$ cat config.mk
export PLATFORM = sky130hd
export DESIGN_NAME = llp_top
export DESIGN_NICKNAME = d
export VERILOG_FILES = /design/src/llp_pkg.sv /design/src/llp_top.sv /design/src/llp_sync_delay.sv /design/src/llp_divider.sv
export SDC_FILE = /design/constraint.sdc
export NUM_CORES = 1
export LEC_CHECK = 0
export ABC_AREA = 1
export BUFFER_PORTS_ARGS = -buffer_cell sky130_fd_sc_hd__buf_2
export CAP_MARGIN = 20
export CORE_MARGIN = 3
export CORE_UTILIZATION = 55
export DETAILED_ROUTE_END_ITERATION = 12
export PLACE_DENSITY = 0.84
export SETUP_SLACK_MARGIN = 0.02
export SYNTH_ARGS = -nofsm -noshare
export SYNTH_HDL_FRONTEND = slang
export SYNTH_SLANG_ARGS = --single-unit
$ cat constraint.sdc
create_clock -name core_clk -period 9.4 [get_ports core_clk]
set_input_delay 1.41 -clock core_clk [delete_from_list [all_inputs] [get_ports core_clk]]
set_output_delay 1.41 -clock core_clk [all_outputs]
set_load 0.01 [all_outputs]
$ cat src/llp_pkg.sv
`default_nettype none
package llp_pkg;
  // clock and timing
  localparam int CLK_NS     = 50;                                 // core_clk period
  localparam int HS_DLY_NS  = 110;                                // sync reference delay
  localparam int HS_DLY_CYC = (HS_DLY_NS + CLK_NS - 1) / CLK_NS;  // least time: round up
  localparam int LOCK_NS    = 50;                                 // residual offset bound
  localparam int LOCK_CYC   = (LOCK_NS / CLK_NS < 1) ? 1 : LOCK_NS / CLK_NS;
  // widths
  localparam int N_W    = 11;                                     // divisor width
  localparam int CNT_W  = 12;                                     // phase counter width
  localparam int ERR_W  = 16;                                     // signed phase error
  localparam int APB_AW = 8;                                      // apb address width
  localparam int TOL_W  = 4;                                      // lock tolerance field
  localparam int THR_W  = 8;                                      // fast lock threshold field
  // divisor table
  localparam logic [N_W-1:0] DIV_000 = 11'h353;
  localparam logic [N_W-1:0] DIV_001 = 11'h360;
  localparam logic [N_W-1:0] DIV_010 = 11'h3B0;
  localparam logic [N_W-1:0] DIV_011 = 11'h46F;
  localparam logic [N_W-1:0] DIV_100 = 11'h2AA;
  localparam logic [N_W-1:0] DIV_101 = 11'h35A;
  localparam logic [N_W-1:0] DIV_110 = 11'h30C;
  localparam logic [N_W-1:0] DIV_111 = 11'h38E;
  // hold mode pin codes from the level comparators
  localparam logic [1:0] HOLD_NORMAL = 2'h0;
  localparam logic [1:0] HOLD_FAST   = 2'h1;
  // register map
  localparam logic [APB_AW-1:0] REG_CTRL   = 8'h00;
  localparam logic [APB_AW-1:0] REG_STATUS = 8'h04;
  localparam logic [APB_AW-1:0] REG_PHASE  = 8'h08;
  localparam logic [APB_AW-1:0] REG_DIVN   = 8'h0C;
  localparam int CTRL_TOL_LSB = 0;
  localparam int CTRL_THR_LSB = 8;
  localparam logic [TOL_W-1:0] TOL_RST = TOL_W'(LOCK_CYC);
  localparam logic [THR_W-1:0] THR_RST = 8'h10;
  localparam int ST_LOCKED = 0;
  localparam int ST_MODE   = 1;
  localparam int ST_INTDIV = 3;
  localparam int ST_SRC    = 4;
  localparam int ST_SNK    = 5;
  localparam int ST_LIND   = 6;
  localparam int ST_PEND   = 7;
  localparam int DATA_W    = 32;

  typedef enum logic [1:0] {LLP_NORMAL, LLP_FAST, LLP_COAST} llp_mode_e;
  typedef enum logic [1:0] {PFD_IDLE, PFD_UP, PFD_DN} llp_pfd_e;

  // ratio select to divisor, first select bit most significant
  function automatic logic [N_W-1:0] llp_ratio(input logic [2:0] sel);
    logic [N_W-1:0] n;
    unique case (sel)
      3'h0: n = DIV_000;
      3'h1: n = DIV_001;
      3'h2: n = DIV_010;
      3'h3: n = DIV_011;
      3'h4: n = DIV_100;
      3'h5: n = DIV_101;
      3'h6: n = DIV_110;
      3'h7: n = DIV_111;
    endcase
    return n;
  endfunction

  // comparator code to mode; the unused code falls safe into coast
  function automatic llp_mode_e llp_mode(input logic [1:0] code);
    llp_mode_e m;
    if (code == HOLD_NORMAL) m = LLP_NORMAL;
    else if (code == HOLD_FAST) m = LLP_FAST;
    else m = LLP_COAST;
    return m;
  endfunction
endpackage
`default_nettype wire

$ cat src/llp_top.sv
`timescale 1ns/1ns
`default_nettype none
module llp_top
  import llp_pkg::*;
(
  // clock and reset
  input  wire logic              core_clk,
  input  wire logic              srst,
  // apb slave
  input  wire logic              psel,
  input  wire logic              penable,
  input  wire logic              pwrite,
  input  wire logic [APB_AW-1:0] paddr,
  input  wire logic [DATA_W-1:0] pwdata,
  output logic      [DATA_W-1:0] prdata,
  output logic                   pready,
  output logic                   pslverr,
  // reference and mode pins
  input  wire logic              hsync_in,
  input  wire logic              div_sel,
  input  wire logic [2:0]        prog_sel,
  input  wire logic [1:0]        hold_mode,
  // divider pin, two-way
  input  wire logic              ext_div_in,
  output logic                   ext_div_out,
  output logic                   ext_div_oe_n,
  // charge pump and lock indicator
  output logic                   pump_src,
  output logic                   pump_snk,
  output logic                   lock_indicator
);
  typedef struct packed {
    llp_mode_e          mode;     // decoded hold mode
    llp_pfd_e           pfd;      // phase detector state
    logic [CNT_W-1:0]   cnt;      // cycles since first edge
    logic [ERR_W-1:0]   err;      // last nonzero signed phase error
    logic               locked;   // last compare was in tolerance
    logic               src;      // charge pump source enable
    logic               snk;      // charge pump sink enable
    logic               lind;     // lock indicator level
    logic               ext_prev; // last sample of divider pin
    logic               oe_n;     // divider pin enable, low drives
    logic [N_W-1:0]     n_val;    // divisor in use
    logic               realign;  // divider realign request
    logic [TOL_W-1:0]   tol;      // lock tolerance in cycles
    logic [THR_W-1:0]   thr;      // fast lock error threshold
    logic [DATA_W-1:0]  rdata;    // apb read data
    logic               rdy;      // apb ready
    logic               err_bus;  // apb slave error
  } llp_top_s;

  localparam llp_top_s RST_S = '{
    mode: LLP_COAST, pfd: PFD_IDLE, cnt: '0, err: '0, locked: 1'b0,
    src: 1'b0, snk: 1'b0, lind: 1'b0, ext_prev: 1'b0, oe_n: 1'b1,
    n_val: DIV_000, realign: 1'b0, tol: TOL_RST, thr: THR_RST,
    rdata: '0, rdy: 1'b0, err_bus: 1'b0};

  llp_top_s st_reg;               // state
  llp_top_s st_next;              // next state
  logic     ref_evt;              // delayed sync falling edge
  logic     div_out;              // internal divided clock
  logic     div_rise;             // internal divided rising edge
  logic     fb_evt;               // feedback rising edge, either source
  logic     apb_go;               // access phase to answer now
  logic     cmp_done;             // a phase comparison finished
  logic [CNT_W-1:0] cmp_mag;      // magnitude of that comparison

  // delayed sync reference
  llp_sync_delay #(
    .DLY      (HS_DLY_CYC)
  ) u_dly (
    .core_clk (core_clk),
    .srst     (srst),
    .hsync_in (hsync_in),
    .ref_evt  (ref_evt)
  );

  // internal divide-by-n
  llp_divider u_div (
    .core_clk (core_clk),
    .srst     (srst),
    .n_val    (st_reg.n_val),
    .realign  (st_reg.realign),
    .div_out  (div_out),
    .div_rise (div_rise)
  );

  // feedback edge: internal counter or the external divider pin
  assign fb_evt = st_reg.oe_n ? (ext_div_in & ~st_reg.ext_prev)
                              : div_rise;
  assign apb_go = psel & penable & ~st_reg.rdy;

  // register read mux
  function automatic logic [DATA_W-1:0] rd_mux(input llp_top_s s,
                                               input logic [APB_AW-1:0] a);
    logic [DATA_W-1:0] d;
    d = '0;
    unique case (a)
      REG_CTRL: begin
        d[CTRL_TOL_LSB +: TOL_W] = s.tol;
        d[CTRL_THR_LSB +: THR_W] = s.thr;
      end
      REG_STATUS: begin
        d[ST_LOCKED]       = s.locked;
        d[ST_MODE +: 2]    = s.mode;
        d[ST_INTDIV]       = ~s.oe_n;
        d[ST_SRC]          = s.src;
        d[ST_SNK]          = s.snk;
        d[ST_LIND]         = s.lind;
        d[ST_PEND]         = s.pfd != PFD_IDLE;
      end
      REG_PHASE: d = DATA_W'($signed(s.err));
      REG_DIVN:  d[N_W-1:0] = s.n_val;
      default:   d = '0;
    endcase
    return d;
  endfunction

  // mapped offsets
  function automatic logic mapped(input logic [APB_AW-1:0] a);
    return a == REG_CTRL || a == REG_STATUS || a == REG_PHASE || a == REG_DIVN;
  endfunction

  // next state: pin decode, phase detector, pump, indicator, apb
  always_comb begin
    st_next          = st_reg;
    cmp_done         = 1'b0;
    cmp_mag          = '0;
    st_next.mode     = llp_mode(hold_mode);
    st_next.n_val    = llp_ratio(prog_sel);
    st_next.oe_n     = ~div_sel;
    st_next.ext_prev = ext_div_in;
    st_next.realign  = 1'b0;
    // pending count saturates so a lost edge cannot wrap
    if (st_reg.cnt != '1) begin
      st_next.cnt = st_reg.cnt + CNT_W'(1);
    end
    unique case (st_reg.pfd)
      PFD_IDLE: begin
        st_next.cnt = CNT_W'(1);
        if (ref_evt && fb_evt) begin
          cmp_done = 1'b1;
        end else if (ref_evt) begin
          st_next.pfd = PFD_UP;
        end else if (fb_evt) begin
          st_next.pfd = PFD_DN;
        end
      end
      PFD_UP: begin
        // reference came first: divided clock lags, error positive
        if (fb_evt) begin
          cmp_done    = 1'b1;
          cmp_mag     = st_reg.cnt;
          st_next.err = ERR_W'(st_reg.cnt);
          st_next.pfd = PFD_IDLE;
        end else if (st_reg.mode == LLP_FAST && !st_reg.realign &&
                     st_reg.cnt == CNT_W'(st_reg.thr)) begin
          // one shot per pending compare, so the divider is not held in restart
          st_next.realign = 1'b1;
        end
      end
      PFD_DN: begin
        // divided clock came first: leads, error negative
        if (ref_evt) begin
          st_next.err = ERR_W'(-$signed({4'h0, st_reg.cnt}));
          if (st_reg.mode == LLP_FAST && st_reg.cnt >= CNT_W'(st_reg.thr)) begin
            // restart the divider on this reference edge
            st_next.realign = 1'b1;
            st_next.pfd     = PFD_UP;
            st_next.cnt     = CNT_W'(1);              // measure from this reference
          end else begin
            cmp_done    = 1'b1;
            cmp_mag     = st_reg.cnt;
            st_next.pfd = PFD_IDLE;
          end
        end
      end
      default: st_next.pfd = PFD_IDLE;
    endcase
    // lock judged on each finished comparison
    if (cmp_done) begin
      st_next.locked = cmp_mag < CNT_W'(st_reg.tol);
    end
    // coast: detector held idle, nothing pumped, missing sync ignored
    if (st_next.mode == LLP_COAST) begin
      st_next.pfd     = PFD_IDLE;
      st_next.cnt     = '0;
      st_next.realign = 1'b0;
    end
    // pump follows the detector; one state means one enable only
    st_next.src  = st_next.pfd == PFD_UP;
    st_next.snk  = st_next.pfd == PFD_DN;
    // indicator pulses only for errors beyond tolerance
    st_next.lind = st_next.pfd != PFD_IDLE &&
                   st_next.cnt >= CNT_W'(st_reg.tol);
    // apb: answer one cycle into the access phase
    st_next.rdy     = apb_go;
    st_next.err_bus = apb_go & ~mapped(paddr);
    if (apb_go) begin
      st_next.rdata = pwrite ? '0 : rd_mux(st_reg, paddr);
      if (pwrite && paddr == REG_CTRL) begin
        st_next.tol = pwdata[CTRL_TOL_LSB +: TOL_W];
        st_next.thr = pwdata[CTRL_THR_LSB +: THR_W];
      end
    end
  end

  // single state register
  always_ff @(posedge core_clk) begin
    if (srst) begin
      st_reg <= RST_S;
    end else begin
      st_reg <= st_next;
    end
  end

  // outputs straight from flip-flops
  assign prdata         = st_reg.rdata;
  assign pready         = st_reg.rdy;
  assign pslverr        = st_reg.err_bus;
  assign ext_div_out    = div_out;
  assign ext_div_oe_n   = st_reg.oe_n;
  assign pump_src       = st_reg.src;
  assign pump_snk       = st_reg.snk;
  assign lock_indicator = st_reg.lind;

  // checks
  localparam int REF_LAT = HS_DLY_CYC + 1;  // sync fall to reference pulse
endmodule // llp_top
`default_nettype wire

$ cat src/llp_sync_delay.sv
`timescale 1ns/1ns
`default_nettype none
// delays horizontal sync and marks its falling edge as the reference event
module llp_sync_delay
  import llp_pkg::*;
#(
  parameter int DLY = HS_DLY_CYC  // delay stages in core_clk cycles
) (
  // clock and reset
  input  wire logic core_clk,
  input  wire logic srst,
  // sync in, reference pulse out
  input  wire logic hsync_in,
  output logic      ref_evt
);
  typedef struct packed {
    logic [DLY:0] line;  // delay line, bit 0 newest
    logic         evt;   // one-cycle reference pulse
  } llp_dly_s;

  llp_dly_s st_reg;      // state
  llp_dly_s st_next;     // next state

  // shift the sync and look for the falling edge at the tap
  always_comb begin
    st_next      = st_reg;
    st_next.line = {st_reg.line[DLY-1:0], hsync_in};
    st_next.evt  = st_reg.line[DLY] & ~st_reg.line[DLY-1];
  end

  // state register; line resets high so no false edge at start
  always_ff @(posedge core_clk) begin
    if (srst) begin
      st_reg <= '{line: '1, evt: 1'b0};
    end else begin
      st_reg <= st_next;
    end
  end

  assign ref_evt = st_reg.evt;
endmodule // llp_sync_delay
`default_nettype wire

$ cat src/llp_divider.sv
`timescale 1ns/1ns
`default_nettype none
// programmable divide-by-n of the output clock with realign
module llp_divider
  import llp_pkg::*;
(
  // clock and reset
  input  wire logic           core_clk,
  input  wire logic           srst,
  // control
  input  wire logic [N_W-1:0] n_val,
  input  wire logic           realign,
  // divided clock and its rising-edge pulse
  output logic                div_out,
  output logic                div_rise
);
  typedef struct packed {
    logic [N_W-1:0] cnt;   // position within the period
    logic           out;   // divided clock, high in first half
    logic           rise;  // pulse on rising edge
  } llp_div_s;

  llp_div_s st_reg;        // state
  llp_div_s st_next;       // next state

  // count through n states; realign forces a fresh rising edge
  always_comb begin
    st_next = st_reg;
    if (realign) begin
      // park at the period end: the next edge is a true rise on the pin
      st_next.cnt = n_val - N_W'(1);
    end else if (st_reg.cnt >= n_val - N_W'(1)) begin
      st_next.cnt = '0;
    end else begin
      st_next.cnt = st_reg.cnt + N_W'(1);
    end
    st_next.out  = st_next.cnt < (n_val >> 1);
    st_next.rise = st_next.out & ~st_reg.out;
  end

  // state register
  always_ff @(posedge core_clk) begin
    if (srst) begin
      st_reg <= '0;
    end else begin
      st_reg <= st_next;
    end
  end

  assign div_out  = st_reg.out;
  assign div_rise = st_reg.rise;
endmodule // llp_divider
`default_nettype wire

; After elaboration in Yosys (flattened, before gate mapping)
; Memories as Yosys holds them, arrays and structs flattened. A register that Yosys moved wholly into a read port is not among the register bits.
; Index checks and enable logic that the tools add are counted.
[totals]
register_bits = 103
mem_bits_ro = 88
output_inout_bits = 39
memories = 1
[memory_table]
columns = name, words, width, rd, rd_ports_with_merged_regs, write_ports, line
row1 = (name not given), 8, 11, 1, 1, 0, llp_pkg.sv:52  ; unique case (sel)
[op_classes]
n_addsub = 4
n_lt_le_gt_ge = 5
n_eq_ne = 14
muxes = 38
n_bitwise = 13
reduce_logical = 19
[op_table]
columns = cell, count
row1 = $mux 12, 5
row2 = $pmux 12 s2, 2
row3 = $mux 16, 2
row4 = $mux 32, 1
row5 = $pmux 16 s2, 1
row6 = $mux 30, 1
row7 = $mux 11, 2
row8 = $eq 8x4->1 const B, 2
row9 = $neg 12->16, 1
row10 = $pmux 4 s4, 1
row11 = $mux 14, 1
row12 = $add 12x1->12 const B, 1
row13 = $eq 12x8->1, 1
row14 = $ge 12x4->1, 1
row15 = $ge 12x8->1, 1
row16 = $lt 12x4->1, 1
row17 = $mux 2, 6
row18 = $ne 12x12->1 const B, 1
row19 = $pmux 4 s3, 1
row20 = $add 11x1->11 const B, 1
row21 = $ge 11x11->1, 1
row22 = $lt 11x10->1, 1
row23 = $sub 11x1->11 const B, 1
row24 = $mux 1, 10
row25 = 21 further kinds, 47

; Longest topological paths before layout
; Gate-level depths: netlist of run 1.
[logic_depth]
depth_word = 10
ltp_mapped = 26

; Hierarchy
; From an unflattened synthesis of run 1, not the netlist that was laid out.
[hier_totals]
cells_unflattened = 866
hier_area_um2 = 6148.4
[modules_own_cells]
columns = mod, instances, cells_per_inst, area_each_um2, seq_area_each_um2
row1 = llp_top, 1, 638, 4568.1, 1621.6
row2 = llp_divider, 1, 216, 1443.9, 260.2
row3 = llp_sync_delay, 1, 12, 136.4, 100.1

; Worst setup path before layout of run 1
; OpenSTA, ideal clock, no wires.
[synth_path]
path_type = reg2reg
startpoint = register, netlist name st_reg[47]
endpoint = register u_div.st_reg (netlist bit u_div.div_rise)
setup_time_ns = 0.064
arrival_ns = 3.019
t_required_ns = 9.336
path_slack_ns = 6.317
path_stages_with_launch = 27
path_buffers = 0
synth_period_minus_slack_ns = 3.083
path_cell_list = dfxtp_1 inv_1 ha_1 nand2_1 nor2_2 nand3_1 nor2_1 xor2_1 inv_1 ha_1 nand2_1 nor2_1 nand2_1 inv_1 nand2_1 nand2_1 clkinv_1 nand2_1 nand2_1 ha_1 nand2_1 a21oi_1 a211oi_1 nor2_1 nor2_1 nand2_1 nor2_1
[synth_lines]
columns = element, line
row1 = "end signal, assigned", llp_divider.sv:46  ; st_reg <= st_next;
row2 = "end, declared", llp_divider.sv:23  ; llp_div_s st_reg;

==> flow_summary.ini, run 1 <==
[place]
port-buffer-count = 71
place_ws_ns = 5.734
gp_congestion = 0.8844
dp_hpwl_mm = 10.59

[clock_tree]
clkTransAtPathRegs_ns = 0.10
cts_tree = yes
cts_buffers = 9
h-tree-depth = 3
postCtsResizedCells = 0
cts_hold_buf = 0
cts_sinks = 99
cts_setup_buffers = 0
clock_latency_ns = 0.38
ctsLongestPathBuffers = 2
cts-root-buf = clkbuf_8

[timing]
hold_viol = 0
finalCritPeriodShare = 0.4054
rsz0062_at_grt = false
fin_crit_ns = 3.811
clock.fmax_ghz = 0.2624
fin_setup_tns_ns = 0
slew_viol_final = 0
setup_viol = 0
slew_headroom = 0.4039
finClkSkew_ns = 0.01413
fin_ws_ns = 5.589
tightest_slew_ns = 0.8931

[yosys]
synth_warnings = 0
synth_edf_count = 0
ys_async_sr_fraction = 0
synth_area_um2 = 6040
synth_top_cell_by_area = dfxtp_1
synth_nets = 936
yosys-top-cells-count = 184 x nand2_1, 99 x dfxtp_1, 98 x inv_1
synth.area.top_cells = dfxtp_1 33%, nand2_1 11%, ha_1 10%
yosys.area.top_type_share = 0.3282
seq_area_frac_synth = 0.3282
ys_seq_elements = 99
postSynthCellCount = 833
yosysMostFrequentCell = nand2_1
synth-main-ff-cell = dfxtp_1
synth.avg_cell_area_um2 = 7.250
ys_types = 49

[cells_and_area]
diodes = 0
regArea_um2 = 1982
fillers = 936
area_growth_pct = 6.484
num-nets-final = 965
multiInputGateArea_um2 = 3301
drive_gt1_frac = 0.1592
largest_reg_flops = 58

[routing]
ant_nets = 0
wl_per_cell_um = 14.14
wirelength_mm = 14.18
drc = 0
vias_per_cell = 5.429
drtIter0Drc = 443
firstDrtPassIters = 5
vias = 5445

[die]
start_util = 0.5747
die_h_um = 110.8
coreArea_um2 = 10510
ios = 92
die_area_um2 = 12270
die_w_um = 110.8
num_rows = 37

[status]
outcome = completed

[setup_path]
start_kind = flop
path_class = reg2reg
worstSetupEndpointType = flop
regToRegSetupSlack_ns = 5.59
critPathMaxFanout = 9
critical_path_required_ns = 9.72
arrival_ns = 4.13

[power_and_ir_drop]
power.density_nw_per_um2 = 125.8
ir_drop_mv = 0.07639
leakagePower_uw = 0.003054

[worst_hold_path]
hold_class = reg2reg

[grt]
grt_first_pass_wirelength_mm = 23.67
grt_max_degree = 58
antenna_found_initial = 0
grt.total_usage = 0.2322
overflow = 0
grt_pass1_vias = 5019

[job]
max-cap-violations = 0
-- routing by layer --
metal	GRT usage	up-vias	part of all wire
li1	-	2744	-
met1	0.3080	2466	0.46
met2	0.3621	200	0.44
met3	0.05349	35	0.074
met4	0.09934	0	0.025
met5	0	-	0
-- worst max-delay path, stage by stage, from the launching register on --
cell and delay (ns):
dfxtp_1 0.33, inv_1 0.18, ha_1 0.21, nand2_1 0.07
nor2_2 0.11, nand3_1 0.15, nor2_1 0.19, xor2_1 0.23
inv_1 0.07, ha_1 0.30, nand2_1 0.07, nor2_1 0.14
nand2_1 0.07, inv_1 0.05, nand2_1 0.06, nand2_1 0.09
clkinv_1 0.24, nand2_1 0.16, nand2_1 0.08, ha_1 0.31
nand2_1 0.08, a21oi_1 0.04, a211oi_1 0.18, nor2_1 0.07
nor2_1 0.09, nand2_1 0.11, nor2_1 0.09
-- final cells by class --
| cell class | instances | area share |
|---|---|---|
| Clock buffer | 9 | 0.01926 |
| Timing Repair Buffer | 72 | 0.05642 |
| Inverter | 109 | 0.06401 |
| Clock inverter | 7 | 0.01245 |
| Multi-Input combinational cell | 571 | 0.5132 |
| Sequential cell | 99 | 0.3082 |
| Tap cell | 136 | 0.02646 |
-- layout by cell type, fill, tap and decap left out, drive strengths merged, types with 19 or more instances in the layout --
master	instances
xor2	19
nand3	27
buf	72
ha	50
nor3	21
nand2	188
inv	110
a21oi	75
o21ai	47
nor2	72
dfxtp	99
-- through the flow --
stage                     area, um2  hold slack (ns)  total power [uW]  utilization  std cells
after floorplan                6040           0.3895             502.5            -        833
after global placement         6227           0.3906             526.9       0.5926        987
after detailed placement       6227           0.3954             529.0       0.5926        987
after CTS                      6431           0.4183             815.2       0.6120       1003
after global routing           6431           0.4383             845.9       0.6120       1003
final                          6431           0.4131             808.9       0.6120       1003
-- cells by family after synthesis --
group	count (synthesis)	share of synthesized area
adder cells (fa/ha/maj)	50	0.1036
buffers and inverters	163	0.1253
AO/OA/AOI/OAI	160	0.1546
multiplexers	1	0.001657
flip-flops	99	0.3282
XOR/XNOR	24	0.03480
AND/OR/NAND/NOR	336	0.2519
-- final timing paths --
path	to	cells after the start	start
max	u_div.div_rise	26	st_reg[47]
min	u_div.div_rise	1	u_div.div_out
max reg2reg	u_div.div_rise	26	st_reg[47]
min reg2reg	u_div.div_rise	1	u_div.div_out
-- report_power, final --
part           switching (uW)  total, uW  internal (uW)
Clock                     161        288            127
Sequential               7.57        437            430
Combinational            54.4       83.5           29.1
Note: power is estimated with default switching activity, not from simulation.
==> run 2, diff against run 1 <==
--- a/config.mk
+++ b/config.mk
@@ -9,9 +9,9 @@
 export BUFFER_PORTS_ARGS = -buffer_cell sky130_fd_sc_hd__buf_2
 export CAP_MARGIN = 20
 export CORE_MARGIN = 3
-export CORE_UTILIZATION = 55
+export CORE_UTILIZATION = 52
 export DETAILED_ROUTE_END_ITERATION = 12
-export PLACE_DENSITY = 0.84
+export PLACE_DENSITY = 0.83
 export SETUP_SLACK_MARGIN = 0.02
 export SYNTH_ARGS = -nofsm -noshare
 export SYNTH_HDL_FRONTEND = slang
==> constraint.sdc (replaced) <==
create_clock -name core_clk -period 3.2 [get_ports core_clk]
set_input_delay 0.48 -clock core_clk [delete_from_list [all_inputs] [get_ports core_clk]]
set_output_delay 0.48 -clock core_clk [all_outputs]
set_load 0.01 [all_outputs]
==> run 2 against run 1 <==
Effect of this change: the flow now finishes with violations (setup timing); register-to-register slack worse by 5.9 ns; sequential cell count unchanged; clock power rose to 3.8 times the previous value; critical endpoint unchanged; first-iteration DRC count up 26%; clock skew down 0.0039 ns; die area up 5.5%; critical path depth down 3; power rose to 3.3 times the previous value; wire length up 11%.
==> flow_summary.ini, run 2 (synthesis gave the netlist of run 1 again) <==
[clock_tree]
ctsLongestPathBuffers = 2
cts_buffers = 9
cts_tree = yes
clock_latency_ns = 0.35
cts_hold_buf = 0
cts-root-buf = clkbuf_16
clkTransAtPathRegs_ns = 0.06
h-tree-depth = 3
cts_sinks = 99

[grt]
antenna_found_initial = 0
grt_pass1_vias = 5248
grt_max_degree = 57
grt_first_pass_wirelength_mm = 24.76
grt.total_usage = 0.2377
overflow = 0

[cells_and_area]
final_common_cell = nand2_1
largest_reg_flops = 58
fillers = 928
diodes = 0
final_cell_mix = 173 x nand2_1, 96 x dfxtp_1, 95 x inv_1
num-nets-final = 994
post-route-util = 0.6282
area_growth_pct = 15.23
drive_gt1_frac = 0.2226

[routing]
vias = 5698
vias_per_cell = 5.511
wirelength_mm = 15.74
wl_per_cell_um = 15.22
drc = 0
drtIter0Drc = 558
firstDrtPassIters = 5
ant_nets = 0

[setup_path]
crit_chain = nor2_1, inv_1, nor2_2, nand3_2, nor3_4, nand2_2, xor2_4, ha_4, nand2_4, inv_2, a221oi_2, nand2_1, inv_4, nand2_4, nand2_4, ha_4, nand2_4, a21oi_4, a211oi_2, nor2_1, nor2_1, nand2_2, nor2_1
critPathMaxFanout = 7
critical_path_required_ns = 3.49
crit_buf_inv = 3
arrival_ns = 3.76
start_kind = flop
crit_family = simple AND/OR/NAND/NOR gates
cp_slowest_cell = dfxtp_2
path_class = reg2reg
crit_path_max_incr_delay_ns = 0.33
worstSetupEndpointType = flop

[timing]
setup_viol = 2
rsz0062_at_grt = true
hold_viol = 0
finalCritPeriodShare = 1.085
slew_viol_final = 0
fin_crit_ns = 3.472
fin_ws_ns = -0.2720
tightest_slew_ns = 0.9395
clock.fmax_ghz = 0.2880
holdWs_ns = 0.2989
finClkSkew_ns = 0.01028
slew_headroom = 0.3730
fin_setup_tns_ns = -0.4965

[worst_hold_path]
hold_class = in2reg

[power_and_ir_drop]
leakagePower_uw = 0.003246
power_uw = 2656
ir_drop_mv = 0.5262
power.density_nw_per_um2 = 381.7

[status]
violations = setup timing
outcome = finished with violations

[job]
max-cap-violations = 0

[die]
coreArea_um2 = 11080
die_h_um = 113.8
start_util = 0.5452
num_rows = 38
ios = 92
die_w_um = 113.8
die_area_um2 = 12940

[place]
gp_congestion = 0.9414
dp_hpwl_mm = 10.93
place_ws_ns = -0.1821
port-buffer-count = 71
## run 2: repair_timing
action	in CTS	in global routing
gates resized for setup	27	20
pin swaps	4	20
setup endpoints to repair	2	2
setup buffers	4	3
## run 2: report_power, final
| part | switching, uW | internal, uW | total (uW) |
|---|---|---|---|
| Combinational | 177 | 107 | 284 |
| Clock | 465 | 620 | 1080 |
| Sequential | 23.7 | 1260 | 1290 |
## run 2: final cells by class
| class | instances | area [um2] | share of cell area |
|---|---|---|---|
| multi-input cells | 571 | 3513 | 0.5049 |
| clock inverters | 4 | 51.30 | 0.007371 |
| clock buffers | 10 | 239.0 | 0.03434 |
| inverters | 109 | 414.1 | 0.05951 |
| well taps | 140 | 175.2 | 0.02517 |
| repair buffers | 101 | 580.6 | 0.08342 |
| flip-flops and latches | 99 | 1986 | 0.2853 |
## run 2: path summary, 6_finish.rpt
path / startpoint / to / slack [ns] / depth (start not counted)
min reg2reg: u_dly.st_next[3] / u_dly.st_next[4] / 0.41 / 1
max reg2reg: st_reg[49] / u_div.div_rise / -0.27 / 23
max: st_reg[49] / u_div.div_rise / -0.27 / 23
min: div_sel / ext_div_oe_n / 0.30 / 2
## run 2: worst register-to-register path, cell delays in order (launching register included)
cell	delay, ns
dfxtp_2	0.33
nor2_1	0.10
inv_1	0.06
nor2_2	0.13
nand3_2	0.12
nor3_4	0.24
nand2_2	0.12
xor2_4	0.21
ha_4	0.26
nand2_4	0.07
inv_2	0.04
a221oi_2	0.29
nand2_1	0.15
inv_4	0.15
nand2_4	0.08
nand2_4	0.10
ha_4	0.22
nand2_4	0.07
a21oi_4	0.04
a211oi_2	0.23
nor2_1	0.07
nor2_1	0.14
nand2_2	0.09
nor2_1	0.09
## run 2: per-stage QoR
step	cell area (um2)	std cells
2_1_floorplan	6040	833
3_3_place_gp	6397	1013
3_5_place_dp	6397	1013
4_1_cts	6837	1031
5_1_grt	6959	1034
6_report	6959	1034
## run 2: metal layers
metal | vias to the layer above | routed length [um] | track usage
met4 | 0 | 612 | 0.1101
met1 | 2592 | 6741 | 0.3073
met3 | 48 | 1198 | 0.04562
li1 | 2799 | - | -
met5 | - | 0 | 0
met2 | 259 | 7184 | 0.3844
